**src/thermal_defines.svh**
```systemverilog
`ifndef THERMAL_DEFINES_SVH
`define THERMAL_DEFINES_SVH

// ****************************************
// Sizes
// ****************************************
`define ROW_COUNT        8
`define ROW_W            3
`define CNT_W            24
`define WEIGHT_W         4
`define THROTTLE_W       4

// ****************************************
// Reset values
// ****************************************
`define WEIGHT_HIT_RST   4'h1
`define WEIGHT_EMPTY_RST 4'h2
`define WEIGHT_MISS_RST  4'h3
`define THRESHOLD_RST    24'hFFFFFF
`define RD_THROTTLE_RST  4'h3
`define WR_THROTTLE_RST  4'h3

// ****************************************
// Timing
// ****************************************
`define WINDOW_NS        1000000
`define CLK_NS           8
`define WINDOW_CYCLES    (`WINDOW_NS / `CLK_NS)

`endif

```
**src/thermal_pkg.sv**
```systemverilog
package thermal_pkg;

  // ****************************************
  // Types
  // ****************************************
  typedef enum logic [1:0] {
    CYC_HIT   = 2'h0,
    CYC_EMPTY = 2'h1,
    CYC_MISS  = 2'h3
  } cycle_type_e;

  typedef struct packed {
    logic             valid;
    logic             is_write;
    logic [2:0]       row;
    cycle_type_e      kind;
    logic [3:0]       hexwords;
  } xfer_s;

  typedef struct packed {
    logic [3:0]  weight_hit;
    logic [3:0]  weight_empty;
    logic [3:0]  weight_miss;
    logic [23:0] threshold;
    logic [3:0]  rd_throttle;
    logic [3:0]  wr_throttle;
    logic        ot_irq_en;
    logic        ot_rd_throttle_en;
  } thermal_cfg_s;

  typedef enum logic [1:0] {
    ST_NORMAL   = 2'h0,
    ST_THROTTLE = 2'h1,
    ST_HOT      = 2'h3
  } throttle_state_e;

endpackage

```
**src/row_counter.sv**
```systemverilog
`timescale 1ns/100ps
`include "thermal_defines.svh"

module row_counter (
  // Clock and reset
  input  wire logic                  clk,
  input  wire logic                  resetn,
  input  wire logic                  ce,
  // Control
  input  wire logic                  clear,
  input  wire logic                  add,
  input  wire logic [`CNT_W-1:0]     amount,
  input  wire logic [`CNT_W-1:0]     threshold,
  // Status
  output logic                       over
);

  logic [`CNT_W-1:0] count;
  logic [`CNT_W-1:0] next_count;
  logic [`CNT_W:0]   sum;

  // ****************************************
  // Saturating accumulator
  // ****************************************
  always_comb begin
    sum        = {1'b0, count} + {1'b0, amount};
    next_count = count;
    if (clear) begin
      next_count = add ? amount : '0;
    end else if (add) begin
      next_count = sum[`CNT_W] ? '1 : sum[`CNT_W-1:0];
    end
  end

  always_ff @(posedge clk or negedge resetn) begin
    if (!resetn) begin
      count <= '0;
    end else if (ce) begin
      count <= next_count;
    end
  end

  assign over = (count > threshold);

endmodule

```
**src/dram_thermal_throttle.sv**
```systemverilog
`timescale 1ns/100ps
`include "thermal_defines.svh"

// Function
// - Count hexwords per DRAM row
// - Weight counts by hit, miss, empty
// - Over threshold in window reduces accesses
// - Separate read and write throttle values
// - Low over-temp level: interrupt and/or read throttle
// - Wire-ORed input, throttle all DIMMs alike
// - Graphics sleep: display off, state kept
// - Runs in shared host clock domain
module dram_thermal_throttle (
  // Clock and reset
  input  wire logic                        CLK_IN,
  input  wire logic                        RESETN_IN,
  input  wire logic                        CE_IN,
  // Memory activity
  input  wire thermal_pkg::xfer_s          XFER_IN,
  // Configuration
  input  wire thermal_pkg::thermal_cfg_s   CFG_IN,
  // Sensor and power state
  input  wire logic                        OVER_TEMP_IN_N,
  input  wire logic                        GFX_SLEEP_POWERED_IN,
  // Throttle and status
  output logic                             RD_BLOCK_OUT,
  output logic                             WR_BLOCK_OUT,
  output logic                             THROTTLE_ACTIVE_OUT,
  output logic                             OVER_TEMP_IRQ_OUT,
  output logic                             DISPLAY_EN_OUT
);

  // ****************************************
  // Over-temp synchroniser
  // ****************************************
  logic ot_meta;
  logic ot_sync_n;

  always_ff @(posedge CLK_IN or negedge RESETN_IN) begin
    if (!RESETN_IN) begin
      ot_meta   <= 1'b1;
      ot_sync_n <= 1'b1;
    end else if (CE_IN) begin
      ot_meta   <= OVER_TEMP_IN_N;
      ot_sync_n <= ot_meta;
    end
  end

  logic hot;
  assign hot = !ot_sync_n;

  // ****************************************
  // Weighting and per-row counters
  // ****************************************
  logic [`WEIGHT_W-1:0]   weight;
  logic [2*`WEIGHT_W-1:0] product;
  logic [`CNT_W-1:0]    amount;
  logic [`ROW_COUNT-1:0] row_over;
  logic                 window_end;

  always_comb begin
    case (XFER_IN.kind)
      thermal_pkg::CYC_HIT:   weight = CFG_IN.weight_hit;
      thermal_pkg::CYC_EMPTY: weight = CFG_IN.weight_empty;
      thermal_pkg::CYC_MISS:  weight = CFG_IN.weight_miss;
      default:                weight = CFG_IN.weight_miss;
    endcase
    product = {{`WEIGHT_W{1'b0}}, weight} * {{`WEIGHT_W{1'b0}}, XFER_IN.hexwords};
    amount  = {{(`CNT_W-2*`WEIGHT_W){1'b0}}, product};
  end

  genvar r;
  generate
    for (r = 0; r < `ROW_COUNT; r = r + 1) begin : g_row
      row_counter u_cnt (
        .clk       (CLK_IN),
        .resetn    (RESETN_IN),
        .ce        (CE_IN),
        .clear     (window_end),
        .add       (XFER_IN.valid && (XFER_IN.row == `ROW_W'(r))),
        .amount    (amount),
        .threshold (CFG_IN.threshold),
        .over      (row_over[r])
      );
    end
  endgenerate

  // ****************************************
  // Throttle requests
  // ****************************************
  logic any_over;
  logic hot_rd;
  logic hot_irq;

  assign any_over = |row_over;
  assign hot_rd   = hot && CFG_IN.ot_rd_throttle_en;
  assign hot_irq  = hot && CFG_IN.ot_irq_en;

  // ****************************************
  // Monitoring window
  // ****************************************
  logic [31:0] win_cnt;
  logic [31:0] next_win_cnt;
  logic        over_seen;
  logic        next_over_seen;

  assign window_end = (win_cnt == 32'(`WINDOW_CYCLES - 1));

  always_comb begin
    next_win_cnt   = window_end ? 32'h0 : win_cnt + 32'h1;
    next_over_seen = window_end ? 1'b0 : (over_seen | any_over);
  end

  always_ff @(posedge CLK_IN or negedge RESETN_IN) begin
    if (!RESETN_IN) begin
      win_cnt   <= 32'h0;
      over_seen <= 1'b0;
    end else if (CE_IN) begin
      win_cnt   <= next_win_cnt;
      over_seen <= next_over_seen;
    end
  end

  // ****************************************
  // Throttle state machine
  // ****************************************
  thermal_pkg::throttle_state_e state;
  thermal_pkg::throttle_state_e next_state;
  logic                          over_now;

  assign over_now = over_seen | any_over;

  always_comb begin
    next_state = state;
    case (state)
      thermal_pkg::ST_NORMAL: begin
        if (hot_rd) begin
          next_state = thermal_pkg::ST_HOT;
        end else if (over_now) begin
          next_state = thermal_pkg::ST_THROTTLE;
        end
      end
      thermal_pkg::ST_THROTTLE: begin
        if (hot_rd) begin
          next_state = thermal_pkg::ST_HOT;
        end else if (window_end && !over_now) begin
          next_state = thermal_pkg::ST_NORMAL;
        end
      end
      thermal_pkg::ST_HOT: begin
        if (!hot_rd) begin
          next_state = thermal_pkg::ST_THROTTLE;
        end
      end
      default: next_state = thermal_pkg::ST_NORMAL;
    endcase
  end

  always_ff @(posedge CLK_IN or negedge RESETN_IN) begin
    if (!RESETN_IN) begin
      state <= thermal_pkg::ST_NORMAL;
    end else if (CE_IN) begin
      state <= next_state;
    end
  end

  // ****************************************
  // Duty-cycle throttle gates
  // ****************************************
  logic [`THROTTLE_W-1:0] phase;
  logic [`THROTTLE_W-1:0] next_phase;
  logic                   next_rd_block;
  logic                   next_wr_block;
  logic                   throttling;

  assign throttling = (state != thermal_pkg::ST_NORMAL);

  always_comb begin
    next_phase    = phase + `THROTTLE_W'(1);
    // Block the first N of every 16 slots; reads in ST_THROTTLE and ST_HOT, writes in ST_THROTTLE only
    next_rd_block = throttling && (phase < CFG_IN.rd_throttle);
    next_wr_block = (state == thermal_pkg::ST_THROTTLE) && (phase < CFG_IN.wr_throttle);
  end

  always_ff @(posedge CLK_IN or negedge RESETN_IN) begin
    if (!RESETN_IN) begin
      phase               <= '0;
      RD_BLOCK_OUT        <= 1'b0;
      WR_BLOCK_OUT        <= 1'b0;
    end else if (CE_IN) begin
      phase               <= next_phase;
      RD_BLOCK_OUT        <= next_rd_block;
      WR_BLOCK_OUT        <= next_wr_block;
    end
  end

  // ****************************************
  // Status outputs
  // ****************************************
  logic next_active;
  logic next_irq;
  logic next_display_en;

  always_comb begin
    next_active     = throttling;
    next_irq        = hot_irq;
    next_display_en = !GFX_SLEEP_POWERED_IN;
  end

  always_ff @(posedge CLK_IN or negedge RESETN_IN) begin
    if (!RESETN_IN) begin
      THROTTLE_ACTIVE_OUT <= 1'b0;
      OVER_TEMP_IRQ_OUT   <= 1'b0;
      DISPLAY_EN_OUT      <= 1'b0;
    end else if (CE_IN) begin
      THROTTLE_ACTIVE_OUT <= next_active;
      OVER_TEMP_IRQ_OUT   <= next_irq;
      DISPLAY_EN_OUT      <= next_display_en;
    end
  end

endmodule

```
**config.mk**
```make
export PLATFORM = sky130hd
export DESIGN_NAME = dram_thermal_throttle
export DESIGN_NICKNAME = d
export VERILOG_FILES = /design/src/thermal_pkg.sv /design/src/row_counter.sv /design/src/dram_thermal_throttle.sv
export VERILOG_INCLUDE_DIRS = /design/src
export SDC_FILE = /design/constraint.sdc
export NUM_CORES = 1
export LEC_CHECK = 0
export BUFFER_PORTS_ARGS = -buffer_cell sky130_fd_sc_hd__buf_4
export CORE_MARGIN = 4
export CORE_UTILIZATION = 25
export CTS_CLUSTER_DIAMETER = 150
export DETAILED_ROUTE_END_ITERATION = 8
export SLEW_MARGIN = 15
export SYNTH_ARGS = -nofsm -noshare
export SYNTH_HDL_FRONTEND = slang
export SYNTH_SLANG_ARGS = --single-unit
```
**constraint.sdc**
```tcl
create_clock -name CLK_IN -period 2.6 [get_ports CLK_IN]
set_clock_uncertainty 0.1 [all_clocks]
set_input_delay 0.26 -clock CLK_IN [delete_from_list [all_inputs] [get_ports CLK_IN]]
set_output_delay 0.26 -clock CLK_IN [all_outputs]
set_load 0.03 [all_outputs]
```
==> results.toml, run 1 <==
[run_status]
outcome = "finished with violations"
violations = "negative setup slack"

[critical_path]
crit_arrival_ns = 4.77
worstSetupPathType = "in2reg"
end_kind = "flop"
crit_required_ns = 2.98
cp-start-kind = "input port"
crit_fanout = 11

[synthesis]
synth_edf_count = 0
ys_ff_latch = 238
ys_async_sr_fraction_pct = 100
ys_seq_area_share_pct = 29.6
synthDominantCellAreaShare_pct = 29.3
netlist_area_mm2 = 0.0201
yosys_warnings = 0
yosys-top-cells-area = "dfrtp_1 (29%), ha_1 (18%), a21oi_1 (5.5%)"
syn_inst = 2368
syn_nets = 2726
synth.distinct_cells = 85
ys.flop_type = "dfrtp_1"
synth_top_area_cell = "dfrtp_1"
syn_avg_cell_area_um2 = 8.50

[grt]
grt-ovfl-total = 0
antenna_found_initial = 2
grt_pass1_vias = 20500
gr-usage-all-layers_pct = 17.2
grt_pass1_wl_mm = 117
grt_max_degree = 68

[detailed_routing]
wire_per_inst_um = 18.7
antenna_left = 0
drt_first_iter_violations = 1761
finalWirelength_mm = 76.5
drtPass1Iterations = 5
drc = 0
routed_via_density = 5.20
vias = 21300

[placement]
port_buffers = 65
pre_cts_ws_ns = -2.44
dp_hpwl_mm = 58.3
place_congestion = 0.919

[power]
leakage_nw = 13.8
vdd_drop_max_mv = 0.469
powerDensity_mw_per_mm2 = 676

[timing]
rsz0062_at_grt = "true"
slew_headroom_pct = 23.3
setup_viol = 194
hold_violations = 0
tns_ns = -317.73
maxSlewViolCount = 0
fin_crit_ns = 4.39
worst_slack_ns = -1.79
max_clock_freq_mhz = 228
max_slew.worst_pin.slew_ns = 1.15
finalCritPeriodShare_pct = 169

[floorplan]
fp.dieH_um = 292
pin_count = 67
coreArea_mm2 = 0.0794
row_count = 103
initial_core_util_pct = 25.4
dieArea_mm2 = 0.0851
die_x_um = 292

[clock_network]
clkSinkCount = 238
cts_max_level = 1
cts_buffer_depth = 3
tritoncts = "done"
cts_root_buf = "clkbuf_16"
clk_pin_slew_ns = 0.06
cts_buffers = 31
clk_latency_ns = 0.59

[final_layout]
final_cell_mix = "buf_4 (610), ha_1 (260), dfrtp_1 (235), nand2_1 (196), a21oi_1 (187)"
regArea_mm2 = 0.00596
layout-drive-gt1-share_pct = 32.2
layout.nets = 3371
multiInputGateArea_mm2 = 0.0149
final_common_cell = "buf_4"
areaGrowthSynthToFinish_pct = 46.0
finish.utilization_pct = 37.0
fillCellCount = 8035

[run]
cap_violations = 0

[worst_hold_path]
hold_path.class = "in2reg"
## registers in the layout, summed over array words and instances (netlist names)
| register | count |
|---|---|
| g_row.u_cnt.count | 192 |
| win_cnt | 32 |
| phase | 4 |
| state | 2 |
| DISPLAY_EN_OUT | 1 |
| OVER_TEMP_IRQ_OUT | 1 |
| RD_BLOCK_OUT | 1 |
| THROTTLE_ACTIVE_OUT | 1 |
| WR_BLOCK_OUT | 1 |
| ot_meta | 1 |
| ot_sync_n | 1 |
| over_seen | 1 |
## cells in the mapped netlist, types with 29 or more instances
master and number:
nand2_1 211, a31oi_1 54, a21o_1 56, dfrtp_1 236
nand4_1 64, xnor2_1 52, clkbuf_1 49, o21ai_0 192
xor2_1 32, a22o_1 42, nor3_1 70, o31ai_1 29
a21oi_1 220, nor2_1 163, nand3_1 83, ha_1 284
nor4_1 30, inv_1 114
## cells by family (layout without fill, tap and decap cells)
family / count (synthesis) / count (layout) / synth area share, %
AO/OA/AOI/OAI: 783 / 783 / 24.8
XOR/XNOR: 84 / 84 / 3.65
adder cells (fa/ha/maj): 296 / 296 / 18.8
buffers and inverters: 184 / 852 / 3.57
flip-flops: 238 / 238 / 29.6
multiplexers: 11 / 11 / 0.566
other: 0 / 2 / 0
AND/OR/NAND/NOR: 772 / 773 / 19.0
## layer usage
layer	track usage [%]	part of all wire [%]
met1	23.8	45
met2	27.1	45
met3	3.32	7.4
met4	5.51	3.5
met5	0	0
## cell type report
cell class                      count  area share, %
Multi-Input combinational cell   1947           50.7
Sequential cell                   238           20.3
Timing Repair Buffer              680           19.2
Tap cell                         1050           4.47
Clock buffer                       35           2.72
Inverter                          115           1.49
Clock inverter                     22           1.05
Antenna cell                        2         0.0170
## worst max-delay path: stages
cell and delay, ns:
buf_8 0.10, mux2i_1 0.11, nor2_1 0.14, a21oi_2 0.05, nand2b_4 0.14, fa_1 0.54
inv_2 0.04, fa_1 0.49, ha_1 0.30, a21o_1 0.17, a21oi_2 0.13, o21bai_1 0.10
a21oi_2 0.24, xnor2_4 0.19, buf_12 0.22, ha_1 0.30, a21oi_2 0.06, o211ai_1 0.11
nand4_1 0.20, or3_4 0.45, o21ai_4 0.12, nor2_1 0.07, o31ai_1 0.22
## power by group
part / total [mW] / internal, mW / leakage, nW / switching (mW)
Combinational: 10.2 / 5.30 / 10.1 / 4.93
Clock: 4.79 / 2.91 / 0.529 / 1.88
Sequential: 4.85 / 4.28 / 3.18 / 0.572
Total: 19.9 / 12.5 / 13.8 / 7.39
## stage by stage
step                total power [mW]  cells  area, µm²  hold WS (ns)
floorplan                       10.3   2368      20700        -0.136
global placement                14.0   3994      26900         0.189
detailed placement              14.2   3994      26900         0.187
CTS                             19.5   4072      28700        0.0791
global route                    21.2   4087      29400         0.140
finish                          19.9   4089      29400         0.116
## worst paths after layout
kind	startpoint	to	slack (ns)	depth (start not counted)
setup / recovery	XFER_IN[4]	g_row[0].u_cnt.count[2]$_DFFE_PN0P_	-1.79	23
hold / removal	CFG_IN[5]	WR_BLOCK_OUT$_DFFE_PN0P_	0.12	6
setup reg to reg	g_row[2].u_cnt.count[0]$_DFFE_PN0P_	g_row[2].u_cnt.count[18]$_DFFE_PN0P_	-0.31	15
hold reg to reg	DISPLAY_EN_OUT$_DFFE_PN0P_	DISPLAY_EN_OUT$_DFFE_PN0P_	0.41	2
max in group asynchronous	RESETN_IN	g_row[3].u_cnt.count[22]$_DFFE_PN0P_	1.46	3
min in group asynchronous	RESETN_IN	win_cnt[25]$_DFFE_PN0P_	0.14	2
## timing repair
action	4_1_cts	5_1_grt
endpoints found under the hold margin	67	0
hold buffers	6	0
cloned	2	2
pin swaps	41	65
setup endpoints to repair	194	196
buffers inserted	13	16
resized for setup	124	125
No activity file was read; power rests on OpenSTA's default activity.
==> run 2, diff against run 1 <==
==> constraint.sdc (replaced) <==
create_clock -name CLK_IN -period 2.6 [get_ports CLK_IN]
set_clock_uncertainty 0.1 [all_clocks]
set_input_delay 0.13 -clock CLK_IN [delete_from_list [all_inputs] [get_ports CLK_IN]]
set_output_delay 0.13 -clock CLK_IN [all_outputs]
set_load 0.03 [all_outputs]
==> run 2 against run 1 <==
  * The flow still finishes with violations (negative setup slack)
  * Final cell count grew 0.88%
  * Worst setup slack better by 0.16 ns
  * Sequential share of layout area down 0.71 points
  * Via count up 1.1%
  * Critical endpoint is now g_row[1].u_cnt.count[2]$_DFFE_PN0P_
  * Count of clock-buffer cells in the layout grew 7
  * Flip-flop and latch count is the same
  * Largest cell class unchanged
  * Critical path type unchanged
  * Critical path depth increased by 2
  * Global-route usage rose by 0.29 points
  * Utilization rose by 1.3 points
  * Non-clock buffer count up 38
==> results.toml, run 2 (synthesis gave the netlist of run 1 again) <==
[run_status]
outcome = "finished with violations"
violations = "negative setup slack"

[power]
fin_total_pwr_mw = 20.3
leakage_nw = 14.2
vdd_drop_max_mv = 0.543
powerDensity_mw_per_mm2 = 666

[detailed_routing]
wire_per_inst_um = 18.9
finalWirelength_mm = 77.9
vias = 21500
routed_via_density = 5.21
drtPass1Iterations = 5
drt_first_iter_violations = 1651
antenna_left = 0
drc = 0

[placement]
port_buffers = 65
dp_hpwl_mm = 57.0
place_congestion = 0.915
placed_cells = 3978
postPlaceCellArea_mm2 = 0.0268

[critical_path]
crit_required_ns = 3.01
r2r-start = "g_row[2].u_cnt.count[0]$_DFFE_PN0P_"
worstSetupEndpoint = "g_row[1].u_cnt.count[2]$_DFFE_PN0P_"
cp-startpoint = "XFER_IN[4]"
path_buf_inv = 5
worstSetupPathType = "in2reg"
crit_slowest_cell = "fa_1"
worst_r2r_endpoint = "g_row[2].u_cnt.count[10]$_DFFE_PN0P_"
path_depth = 25
reg2reg_depth = 13
cpPeakStageDelay_ns = 0.55
end_kind = "flop"
crit_arrival_ns = 4.65
rrSetupSlack_ns = -0.24
critical-path-top-delay-family = "adder cells"
cp-start-kind = "input port"
crit_top_cell = "a21oi_2"
crit_fanout = 7

[timing]
fin_crit_ns = 4.23
max_slew.worst_pin.slew_ns = 1.13
tns_ns = -287.75
max_clock_freq_mhz = 236
worst_slack_ns = -1.63
setup_viol = 194
hold_violations = 0
finalCritPeriodShare_pct = 163
maxSlewViolCount = 0
slew_headroom_pct = 24.4
rsz0062_at_grt = "true"

[final_layout]
fin_cells = 4125
areaGrowthSynthToFinish_pct = 51.2
final_common_cell = "buf_4"
n_antenna_cell = 0
layout-drive-gt1-share_pct = 35.7
layout.nets = 3410
largest_reg_flops = 192
top_regs = "g_row.u_cnt.count x192, win_cnt x32, phase x4"
finish.utilization_pct = 38.4
top_register = "g_row.u_cnt.count"
final_cell_mix = "buf_4 (602), ha_1 (259), dfrtp_1 (236), nand2_1 (193), a21oi_1 (160)"
finalInstanceArea_mm2 = 0.0305

[clock_network]
clk_latency_ns = 0.60
cts_max_level = 1
cts_root_buf = "clkbuf_16"
tritoncts = "done"
cts_buffers = 30
clkSinkCount = 238
clk_pin_slew_ns = 0.06
cts_buffer_depth = 3

[floorplan]
coreArea_mm2 = 0.0794
fp.dieH_um = 292
dieArea_mm2 = 0.0851
die_x_um = 292
row_count = 103
pin_count = 67
initial_core_util_pct = 25.4

[grt]
grt_max_degree = 59
grt-ovfl-total = 0
gr-usage-all-layers_pct = 17.5
antenna_found_initial = 2
grt_pass1_wl_mm = 120
grt_pass1_vias = 20900

[worst_hold_path]
hold_path.class = "in2reg"

[run]
cap_violations = 0
==> run 2: changes by cell type in the layout (fill, tap and decap cells not counted), moves of 18 or more <==
cell	change
o21ai_2	+18
a21oi_1	-27
o21ai_0	-24
a21oi_2	+24
buf_6	+32
==> run 2: report_power, final <==
part	internal [mW]	switching (mW)
registers	4.27	0.586
clock network	2.84	1.88
logic	5.55	5.16
total	12.7	7.62
==> run 2: layout make-up <==
class | count | area (µm²)
multi-input combinational | 1949 | 15500
timing repair buffer | 718 | 6150
tap | 1050 | 1310
sequential | 238 | 5960
fill | 7882 | 48900
clock buffer | 42 | 877
inverter | 115 | 435
clock inverter | 13 | 204
==> run 2: worst register-to-register path, delay by kind of cell (launching register included) <==
kind,cells,cell delay (ns)
fa+ha+maj,2,0.64
flops,1,0.39
buf+inv,3,0.46
compound gates,7,1.10
simple gates,1,0.05
==> run 2: metal layers <==
layer / track usage (%) / vias up / part of all wire, %
met3: 3.21 / 163 / 6.7
met2: 27.9 / 661 / 44
met1: 23.9 / 10400 / 44
met4: 5.93 / 0 / 4.3
li1: - / 10300 / -
met5: 0.166 / - / 0
==> run 2: metrics by stage <==
step / setup slack (ns) / hold WS (ns)
final: -1.63 / 0.0365
after global routing: -1.86 / 0.0784
after CTS: -1.54 / 0.0154
after detailed placement: -2.43 / -0.0307
after global placement: -2.36 / -0.0391
after floorplan: -2.13 / -0.266
==> run 2: how the worst min path moves through the flow <==
stage                         start                          to  slack, ns  cells after the start
final                     CFG_IN[8]    RD_BLOCK_OUT$_DFFE_PN0P_       0.04                      5
after global routing      CFG_IN[8]    RD_BLOCK_OUT$_DFFE_PN0P_       0.08                      5
after CTS                 CFG_IN[8]    RD_BLOCK_OUT$_DFFE_PN0P_       0.02                      5
after detailed placement  RESETN_IN     win_cnt[25]$_DFFE_PN0P_      -0.03                      1
after global placement    RESETN_IN     win_cnt[12]$_DFFE_PN0P_      -0.04                      1
after floorplan           RESETN_IN  DISPLAY_EN_OUT$_DFFE_PN0P_      -0.27                      0
==> run 2: timing repair <==
action | in CTS | in global routing
buffers inserted | 50 | 34
hold buffers | 16 | 0
pin swaps | 190 | 79
cloned | 5 | 0
hold endpoints to repair | 252 | 0
gates resized for setup | 310 | 119
endpoints found under the setup margin | 194 | 196
